`config.mk`:
```
export PLATFORM = sky130hd
export DESIGN_NAME = mpeg_power_gate
export DESIGN_NICKNAME = d
export VERILOG_FILES = /design/src/include/mpeg_pkg.sv /design/src/include/mpeg_sync_if.sv /design/src/mpeg_power_gate.sv /design/src/mpeg_input_sync.sv
export VERILOG_INCLUDE_DIRS = /design/src /design/src/include
export SDC_FILE = /design/constraint.sdc
export NUM_CORES = 1
export LEC_CHECK = 0
export CAP_MARGIN = 20
export CORE_ASPECT_RATIO = 0.6
export CORE_MARGIN = 1.5
export CORE_UTILIZATION = 56
export CTS_CLUSTER_DIAMETER = 30
export DETAILED_ROUTE_END_ITERATION = 8
export DONT_BUFFER_PORTS = 1
export GPL_TIMING_DRIVEN = 1
export HOLD_SLACK_MARGIN = 0.1
export PLACE_DENSITY = 0.74
export SYNTH_ARGS = -nofsm -noshare
export SYNTH_HDL_FRONTEND = slang
export SYNTH_SLANG_ARGS = --single-unit
```
`constraint.sdc`:
```
create_clock -name ref_clk -period 2.1 [get_ports ref_clk]
set_input_delay 0.21 -clock ref_clk [delete_from_list [all_inputs] [get_ports ref_clk]]
set_output_delay 0.21 -clock ref_clk [all_outputs]
set_load 0.05 [all_outputs]
```
`src/include/mpeg_defs.svh`:
```
`ifndef MPEG_DEFS_SVH
`define MPEG_DEFS_SVH

// Clock rate and timing
`define MPEG_CLK_HZ          125000000
`define MPEG_RST_HOLD_US     10
`define MPEG_RST_HOLD_CYC    ((`MPEG_CLK_HZ / 1000000) * `MPEG_RST_HOLD_US)
`define MPEG_RAIL_STEP_US    20
`define MPEG_RAIL_STEP_CYC   ((`MPEG_CLK_HZ / 1000000) * `MPEG_RAIL_STEP_US)
`define MPEG_CNT_W           16

// Button action encodings
`define MPEG_ACT_TOGGLE      2'h0
`define MPEG_ACT_ON_ONLY     2'h1
`define MPEG_ACT_OFF_ONLY    2'h2
`define MPEG_ACT_IGNORE      2'h3

`endif

```
`src/include/mpeg_pkg.sv`:
```
package mpeg_pkg;

  typedef enum logic [4:0] {
    MPEG_OFF      = 5'h01,
    MPEG_SUPPLY   = 5'h02,
    MPEG_WAIT_PG  = 5'h04,
    MPEG_RAILS    = 5'h08,
    MPEG_RUN      = 5'h10
  } mpeg_state_type;

endpackage

```
`src/include/mpeg_sync_if.sv`:
```
`timescale 1ns/1ps
interface mpeg_sync_if;
  logic power_good_sync;
  logic button_press;

  modport producer (output power_good_sync, output button_press);
  modport consumer (input  power_good_sync, input  button_press);
endinterface

```
`src/mpeg_power_gate.sv`:
```
// Operation
// Hold module reset while power-good is low
// Power-good high starts onboard power sequencing
// Carrier holds power-good low until stable
// Carrier delays power-good about 100ms
// Undriven power-good counts as released
// Carrier drives low, then tri-states power-good
// Active-low supply-on output enables ATX supply
// Button is active-low, debounced, grounded contact; code only synchronises and edge-detects it, with no debounce
// Button press requests power on or off
// Synchronise power-good and button before use
`timescale 1ns/1ps
`include "mpeg_defs.svh"
module mpeg_power_gate
  import mpeg_pkg::*;
#(
  parameter int RAIL_STEPS = 3
) (
  input  wire logic        ref_clk,
  input  wire logic        rst,
  input  wire logic        clk_en,
  input  wire logic        power_good_in,
  input  wire logic        power_button_n,
  input  wire logic [1:0]  button_action,
  input  wire logic        start_on,
  output logic             supply_on_n,
  output logic [RAIL_STEPS-1:0] rail_enable,
  output logic             module_reset_n,
  output logic             power_is_on
);

  // ----------------------------------------
  // Input synchronisers
  // ----------------------------------------
  mpeg_sync_if sync_bus ();

  mpeg_input_sync u_sync (
    .ref_clk        (ref_clk),
    .rst            (rst),
    .clk_en         (clk_en),
    .power_good_in  (power_good_in),
    .power_button_n (power_button_n),
    .sync_bus       (sync_bus)
  );

  // ----------------------------------------
  // Helpers
  // ----------------------------------------
  function automatic logic want_on(input logic [1:0] act, input logic is_on);
    case (act)
      `MPEG_ACT_TOGGLE:   want_on = ~is_on;
      `MPEG_ACT_ON_ONLY:  want_on = 1'b1;
      `MPEG_ACT_OFF_ONLY: want_on = 1'b0;
      default:            want_on = is_on;
    endcase
  endfunction

  // ----------------------------------------
  // Sequencer state
  // ----------------------------------------
  mpeg_state_type               state_reg;
  mpeg_state_type               state_next;
  logic [`MPEG_CNT_W-1:0]       cnt_reg;
  logic [`MPEG_CNT_W-1:0]       cnt_next;
  logic [RAIL_STEPS-1:0]        rails_reg;
  logic [RAIL_STEPS-1:0]        rails_next;
  logic                         supply_n_reg;
  logic                         supply_n_next;
  logic                         mreset_n_reg;
  logic                         mreset_n_next;
  logic                         on_reg;
  logic                         on_next;
  logic                         start_done_reg;
  logic                         start_done_next;
  logic                         req_on;
  logic                         req_off;

  always_comb begin
    state_next      = state_reg;
    cnt_next        = cnt_reg;
    rails_next      = rails_reg;
    supply_n_next   = supply_n_reg;
    mreset_n_next   = mreset_n_reg;
    on_next         = on_reg;
    start_done_next = 1'b1;
    req_on          = 1'b0;
    req_off         = 1'b0;
    if (sync_bus.button_press) begin
      req_on  = want_on(button_action, on_reg) & ~on_reg;
      req_off = ~want_on(button_action, on_reg) & on_reg;
    end
    // Power-loss policy: come up on first cycle if strapped on
    if (~start_done_reg && start_on)
      req_on = 1'b1;
    case (state_reg)
      MPEG_OFF: begin
        rails_next    = '0;
        supply_n_next = 1'b1;
        mreset_n_next = 1'b0;
        on_next       = 1'b0;
        if (req_on) begin
          state_next    = MPEG_SUPPLY;
          supply_n_next = 1'b0;
          on_next       = 1'b1;
          cnt_next      = '0;
        end
      end
      MPEG_SUPPLY: begin
        // Give the supply time before judging power-good
        cnt_next = cnt_reg + 1'b1;
        if (cnt_reg == (`MPEG_CNT_W)'(`MPEG_RST_HOLD_CYC - 1)) begin
          state_next = MPEG_WAIT_PG;
          cnt_next   = '0;
        end
      end
      MPEG_WAIT_PG: begin
        // Pull-up makes an undriven pin read high
        if (sync_bus.power_good_sync) begin
          state_next = MPEG_RAILS;
          cnt_next   = '0;
        end
      end
      MPEG_RAILS: begin
        cnt_next = cnt_reg + 1'b1;
        if (cnt_reg == (`MPEG_CNT_W)'(`MPEG_RAIL_STEP_CYC - 1)) begin
          cnt_next   = '0;
          rails_next = {rails_reg[RAIL_STEPS-2:0], 1'b1};
          if (rails_reg[RAIL_STEPS-1]) begin
            state_next    = MPEG_RUN;
            mreset_n_next = 1'b1;
          end
        end
      end
      MPEG_RUN: begin
        mreset_n_next = 1'b1;
      end
      default: begin
        state_next = MPEG_OFF;
      end
    endcase
    // Power-good loss re-enters reset in any powered state after MPEG_SUPPLY
    if (on_next && state_reg != MPEG_SUPPLY && state_reg != MPEG_OFF && ~sync_bus.power_good_sync) begin
      state_next    = MPEG_WAIT_PG;
      mreset_n_next = 1'b0;
      rails_next    = '0;
      cnt_next      = '0;
    end
    if (req_off) begin
      state_next    = MPEG_OFF;
      supply_n_next = 1'b1;
      mreset_n_next = 1'b0;
      rails_next    = '0;
      on_next       = 1'b0;
      cnt_next      = '0;
    end
  end

  always_ff @(posedge ref_clk or posedge rst) begin
    if (rst) begin
      state_reg      <= MPEG_OFF;
      cnt_reg        <= '0;
      rails_reg      <= '0;
      supply_n_reg   <= 1'b1;
      mreset_n_reg   <= 1'b0;
      on_reg         <= 1'b0;
      start_done_reg <= 1'b0;
    end else if (clk_en) begin
      state_reg      <= state_next;
      cnt_reg        <= cnt_next;
      rails_reg      <= rails_next;
      supply_n_reg   <= supply_n_next;
      mreset_n_reg   <= mreset_n_next;
      on_reg         <= on_next;
      start_done_reg <= start_done_next;
    end
  end

  assign supply_on_n    = supply_n_reg;
  assign rail_enable    = rails_reg;
  assign module_reset_n = mreset_n_reg;
  assign power_is_on    = on_reg;

endmodule

```
`src/mpeg_input_sync.sv`:
```
`timescale 1ns/1ps
module mpeg_input_sync (
  input  wire logic       ref_clk,
  input  wire logic       rst,
  input  wire logic       clk_en,
  input  wire logic       power_good_in,
  input  wire logic       power_button_n,
  mpeg_sync_if.producer   sync_bus
);

  logic [1:0] pg_reg;
  logic [1:0] pg_next;
  logic [1:0] btn_reg;
  logic [1:0] btn_next;
  logic       btn_prev_reg;
  logic       btn_prev_next;

  always_comb begin
    pg_next       = {pg_reg[0], power_good_in};
    btn_next      = {btn_reg[0], ~power_button_n};
    btn_prev_next = btn_reg[1];
  end

  always_ff @(posedge ref_clk or posedge rst) begin
    if (rst) begin
      pg_reg       <= 2'h0;
      btn_reg      <= 2'h0;
      btn_prev_reg <= 1'h0;
    end else if (clk_en) begin
      pg_reg       <= pg_next;
      btn_reg      <= btn_next;
      btn_prev_reg <= btn_prev_next;
    end
  end

  // Press edge only; a held button makes one request
  assign sync_bus.power_good_sync = pg_reg[1];
  assign sync_bus.button_press    = btn_reg[1] & ~btn_prev_reg;

endmodule

```
# After elaboration in Yosys (flattened, before gate mapping)
# Index checks and enable logic that the tools add are counted.
# classes
addsub	1
eq_ne	17
muxes	35
bitwise_logic	9
n_reduce_logical	14
# ops
operator	count
16-bit 2-to-1 mux	6
16-bit case mux with 4 select lines	1
5-bit 2-to-1 mux	7
5-bit case mux with 5 select lines	1
16-bit by 1-bit adder with 16-bit output (second input constant)	1
16-bit by 11-bit == test with 1-bit output (second input constant)	1
16-bit by 12-bit == test with 1-bit output (second input constant)	1
4-bit inequality test (second input constant)	4
1-bit 2-to-1 mux	14
3-bit 2-to-1 mux	3
4-bit AND reduction	2
7-bit AND reduction	1
1-bit NOT	6
1-bit case mux with 3 select lines	2
3-bit case mux with 2 select lines	1
6-bit nonzero test	1
5-bit by 1-bit == test with 1-bit output (second input constant)	1
5-bit by 2-bit == test with 1-bit output (second input constant)	1
5-bit by 3-bit == test with 1-bit output (second input constant)	1
5-bit by 4-bit == test with 1-bit output (second input constant)	1
5-bit == test (second input constant)	1
5-bit by 1-bit inequality test with 1-bit output (second input constant)	1
5-bit by 2-bit inequality test with 1-bit output (second input constant)	1
5-bit nonzero test	1
11 further kinds	16
# word_totals
reg_bits	33
inputBits	8

# Longest topological paths before layout
# logic_depth
ltp_word	13
depth_mapped	9
depth_no_buf	8

# By module
# From an unflattened synthesis, not the netlist that was laid out.
# hier_totals
hier_cells	212
hier_area_um2	2001.9
# by_module_without_submodules
module	instances	cells_each	area_each_um2	seq_area_each_um2
mpeg_power_gate	1	199	1813.0	703.2
mpeg_input_sync	1	13	188.9	125.1

# Worst setup path before layout
# Ideal clock, no wire load.
# synth_timing
kind	reg2reg
from	register on_reg, in the netlist power_is_on
to	register cnt_reg[6]
setup_ps	92
arrival_time_ps	2180
path_slack_ps	-172
path_stages_with_launch	8
n_path_buf	1
path_cell_list	dfrtp_1 or4b_1 o21ai_2 or3_4 o2111ai_4 or2_1 buf_6 o31ai_2
# synth_between
elab_chain_len	13
elab_cells_between_ends	20
# synth_rtl
element	line	source
start, declared	mpeg_power_gate.sv:71	logic on_reg;
start signal, assigned	mpeg_power_gate.sv:173	on_reg <= on_next;
1-bit NOT	mpeg_power_gate.sv:51, mpeg_power_gate.sv:89	
1-bit case mux with 3 select lines	mpeg_power_gate.sv:50	case (act)
1-bit 2-to-1 mux	mpeg_power_gate.sv:88	if (sync_bus.button_press) begin
1-bit bitwise AND	mpeg_power_gate.sv:89	req_on = want_on(button_action, on_reg) & ~on_reg;
1-bit 2-to-1 mux	mpeg_power_gate.sv:88	
1-bit 2-to-1 mux	mpeg_power_gate.sv:93	if (~start_done_reg && start_on)
1-bit 2-to-1 mux	mpeg_power_gate.sv:101	if (req_on) begin
1-bit 2-to-1 mux	mpeg_power_gate.sv:95	case (state_reg)
1-bit logical AND (3 in a row)	mpeg_power_gate.sv:142	if (on_next && state_reg != MPEG_SUPPLY && state_reg != MPEG_OFF && ~sync_bus.power_good_sync) begin
4-bit by 3-bit inequality test with 1-bit output (no source line), or another cell as far along	n/a	
4-bit AND reduction (no source line) or 16-bit 2-to-1 mux (tied branches)	n/a	
end signal, assigned	mpeg_power_gate.sv:169	cnt_reg <= cnt_next;
end, declared	mpeg_power_gate.sv:63	logic [`MPEG_CNT_W-1:0] cnt_reg;
# Several ways; a longest one is shown, not always the timed one. The select of a mux whose other input is x is not followed.
# A chain may end at the register's enable or synchronous reset.

# Final worst setup path
# layout_timing
from	register state_reg[0]
to	register state_reg[3]
# layout_between
elab_chain_len	7
elab_cells_between_ends	21
# layout_rtl
element	line	source
start, declared	mpeg_power_gate.sv:61	mpeg_state_type state_reg;
start signal, assigned	mpeg_power_gate.sv:168	state_reg <= state_next;
5-bit by 1-bit == test with 1-bit output	mpeg_power_gate.sv:95	
1-bit 2-to-1 mux	mpeg_power_gate.sv:95	
1-bit logical AND (3 in a row)	mpeg_power_gate.sv:142	
4-bit by 3-bit inequality test with 1-bit output (no source line), or another cell as far along	n/a	
7-bit AND reduction (no source line) or 5-bit 2-to-1 mux (tied branches)	n/a	
# Several ways; a longest one is shown, not always the timed one.

==> results.json <==
{
  "status": "finished, violations left",
  "violations": "negative setup slack",
  "skew_ns": 0.01298,
  "worstSkewPairLatency_ns": 0.30,
  "yosysSeqAreaShare": 0.4263,
  "endpoint_kind": "flop",
  "yosys.area.top_type_share": 0.3992,
  "timing.rr.end": "state_reg[3]",
  "layout.nets": 238,
  "holdWs_ns": 0.1164,
  "critical_path_class": "reg -> reg",
  "slowest_delay_ns": 0.58,
  "synth_area_leaders": "dfrtp_1 40%, mux2_2 5.2%, a22o_1 4.5%, o21ai_0 3.6%, o31ai_2 3.2%",
  "grt_max_degree": 34,
  "p_sw_frac": 0.4068,
  "reg2reg_from": "state_reg[0]",
  "cp_max_fo": 5,
  "fmax_mhz": 452.0,
  "required_ns": 2.28,
  "final_cells": 274,
  "grt_pass1_vias": 1567,
  "async_flop_share": 1.000,
  "final_util": 0.7801,
  "htree_levels": 2,
  "row_count": 16,
  "syn_area_per_cell_um2": 10.39,
  "area_growth_pct": 31.81,
  "cts_tree": "done",
  "largest_reg_flops": 16,
  "maxCapViolCount": 0,
  "leakagePower_nw": 1.096,
  "ios": 14,
  "fin_tns_setup_ns": -1.531,
  "vias_per_cell": 6.474,
  "synth_area_um2": 1943,
  "seqPwrFrac": 0.321,
  "n_antenna_cell": 0,
  "tightestPinTransition_ns": 0.6658,
  "p_sw_w": 0.001195,
  "grt_busiest_layer": "met1",
  "portBuffers": 0,
  "cp_top_family": "compound AO/OA/AOI/OAI gates",
  "power_frac_comb": 0.493,
  "drtIter0Drc": 192,
  "synth_cells": 187,
  "synth_flop_cell": "dfrtp_1",
  "grt_overflow": 0,
  "layout_setup_ws_ns": -0.1126,
  "worstPathCellList": "xnor2_2 -> o41ai_4 -> buf_4 -> nand2_8 -> buf_6 -> o32ai_4 -> a211o_4 -> mux2_4",
  "wire_per_inst_um": 20.02,
  "synth-seq-cells": 33,
  "drc_errors": 0,
  "p_int_w": 0.001742,
  "critPathLaunch": "state_reg[0]",
  "cpMaxStageDelayCell": "dfstp_2",
  "core_area_um2": 3283,
  "irDropWorstVdd_v": 0.0008949,
  "dp_hpwl_mm": 3.338,
  "relSlewSlack": 0.5521,
  "min_period_over_period": 1.054,
  "drt-pass1-iter-count": 5,
  "reg2reg_depth": 8,
  "dieArea_um2": 3844,
  "die_y_um": 48.63,
  "synth_largest_area_cell": "dfrtp_1",
  "hp-class": "in -> reg",
  "setup_viol": 23,
  "gp_congestion": 0.8731,
  "grt_use_met2": 0.3533,
  "period_needed_ns": 2.213,
  "crit_buf_inv": 2,
  "arrival_ns": 2.39,
  "ant_nets": 0,
  "fp.dieW_um": 79.05,
  "cts_buffer_depth": 2,
  "clk_pin_slew_ns": 0.08,
  "worstSetupEndpoint": "state_reg[3]",
  "slew_violations": 0,
  "power_density_nw_per_um2": 1147,
  "drive_gt1_frac": 0.3974,
  "clockPowerShare": 0.186,
  "synth_edf_count": 0,
  "cts_made_buffers": 5,
  "root_buffer": "clkbuf_8",
  "p_total_w": 0.002938,
  "grtUsageMet3": 0.07170,
  "met1_usage": 0.4227,
  "rsz0062_at_grt": "yes",
  "wirelength_mm": 5.485,
  "reg2reg_setup_slack_ns": -0.11,
  "synth_cell_types": 56,
  "yosys_warnings": 0,
  "vias": 1774,
  "hold_viol_final": 0,
  "syn-num-nets": 197,
  "cp.depth": 8,
  "grt_use_total": 0.2625,
  "clock_sinks": 33,
  "dpl.cell_count": 253,
  "start_util": 0.5918,
  "grt_pass1_wl_mm": 7.721,
  "grt_antenna_before_repair": 0,
  "start_kind": "flop"
}
kinds of logic after synthesis:
group | synth area share
adders and majority gates | 0.01288
DFF | 0.4263
and+or+nand+nor | 0.2383
AOI/OAI and AO/OA | 0.2350
muxes | 0.05216
buffers and inverters | 0.02640
xor gates and xnor gates | 0.009016
synth_stat cells, types with 2 or more instances:
cell / n
dfrtp_1: 31
o21ai_0: 14
nand2_1: 13
nor2_1: 12
a22o_1: 10
mux2_2: 9
nand3_1: 7
nor2b_1: 7
a2bb2oi_1: 5
o31ai_2: 5
inv_1: 4
nand3b_1: 4
nor3_1: 4
nor4_1: 4
a21oi_1: 3
and2_1: 3
and4_1: 3
and3_1: 2
and3b_1: 2
buf_2: 2
clkbuf_1: 2
dfstp_2: 2
ha_1: 2
nand4_1: 2
nor4b_1: 2
o22ai_1: 2
or2_2: 2
worst min-delay path by stage:
stage	slack, ns	start	depth (start not counted)	endpoint
floorplan	0.30	power_button_n	1	u_sync.btn_reg[0]
global placement	0.20	rst	2	rail_enable[1]
detailed placement	0.23	rst	2	rail_enable[1]
CTS	0.13	clk_en	2	u_sync.btn_reg[0]
global route	0.14	clk_en	2	u_sync.btn_reg[0]
finish	0.12	clk_en	2	u_sync.btn_reg[0]
metal layers:
layer	share of wire	routed length, um	vias to the layer above
met5	0	0	-
met4	0.013	72	0
met3	0.069	377	12
met2	0.45	2474	79
met1	0.47	2561	880
li1	-	-	803
stage by stage:
| step | area (um2) | worst slack (ns) |
|---|---|---|
| CTS | 2375 | 0.01411 |
| detailed placement | 2181 | -0.06170 |
| floorplan | 1958 | 0.002603 |
| finish | 2561 | -0.1126 |
| global route | 2561 | -0.1680 |
| global placement | 2181 | -0.04371 |
power groups by stage:
stage | Clock, W | Combinational (W) | Sequential [W]
2_1_floorplan | 0 | 0.000759 | 0.000924
3_3_place_gp | 0 | 0.00104 | 0.000933
3_5_place_dp | 0 | 0.00106 | 0.000941
4_1_cts | 0.000531 | 0.00113 | 0.000930
5_1_grt | 0.000573 | 0.00153 | 0.000957
6_report | 0.000546 | 0.00145 | 0.000944
cell type report:
class | instances | area [um2]
multi-input cells | 144 | 1226
flip-flops and latches | 33 | 829.5
fillers | 200 | 721.9
repair buffers | 40 | 332.8
clock buffers | 7 | 96.34
well taps | 45 | 56.30
inverters | 4 | 15.01
clock inverters | 1 | 5.005
what timing repair did:
item	in CTS	in global routing
endpoints found under the hold margin	39	0
pin swaps	1	17
buffers inserted	4	4
endpoints found under the setup margin	10	22
hold buffers	4	0
gates resized for setup	4	41
cloned	0	1
cells in the final DEF (no fill, tap or decap), types with 6 or more instances in the layout:
cell,count
buf_6,6
a22o_1,10
dfrtp_1,30
buf_4,29
clkbuf_8,7
nor2b_1,6
nor2_1,11
nand2_1,13
o21ai_1,7
Note: power is estimated with default switching activity, not from simulation.
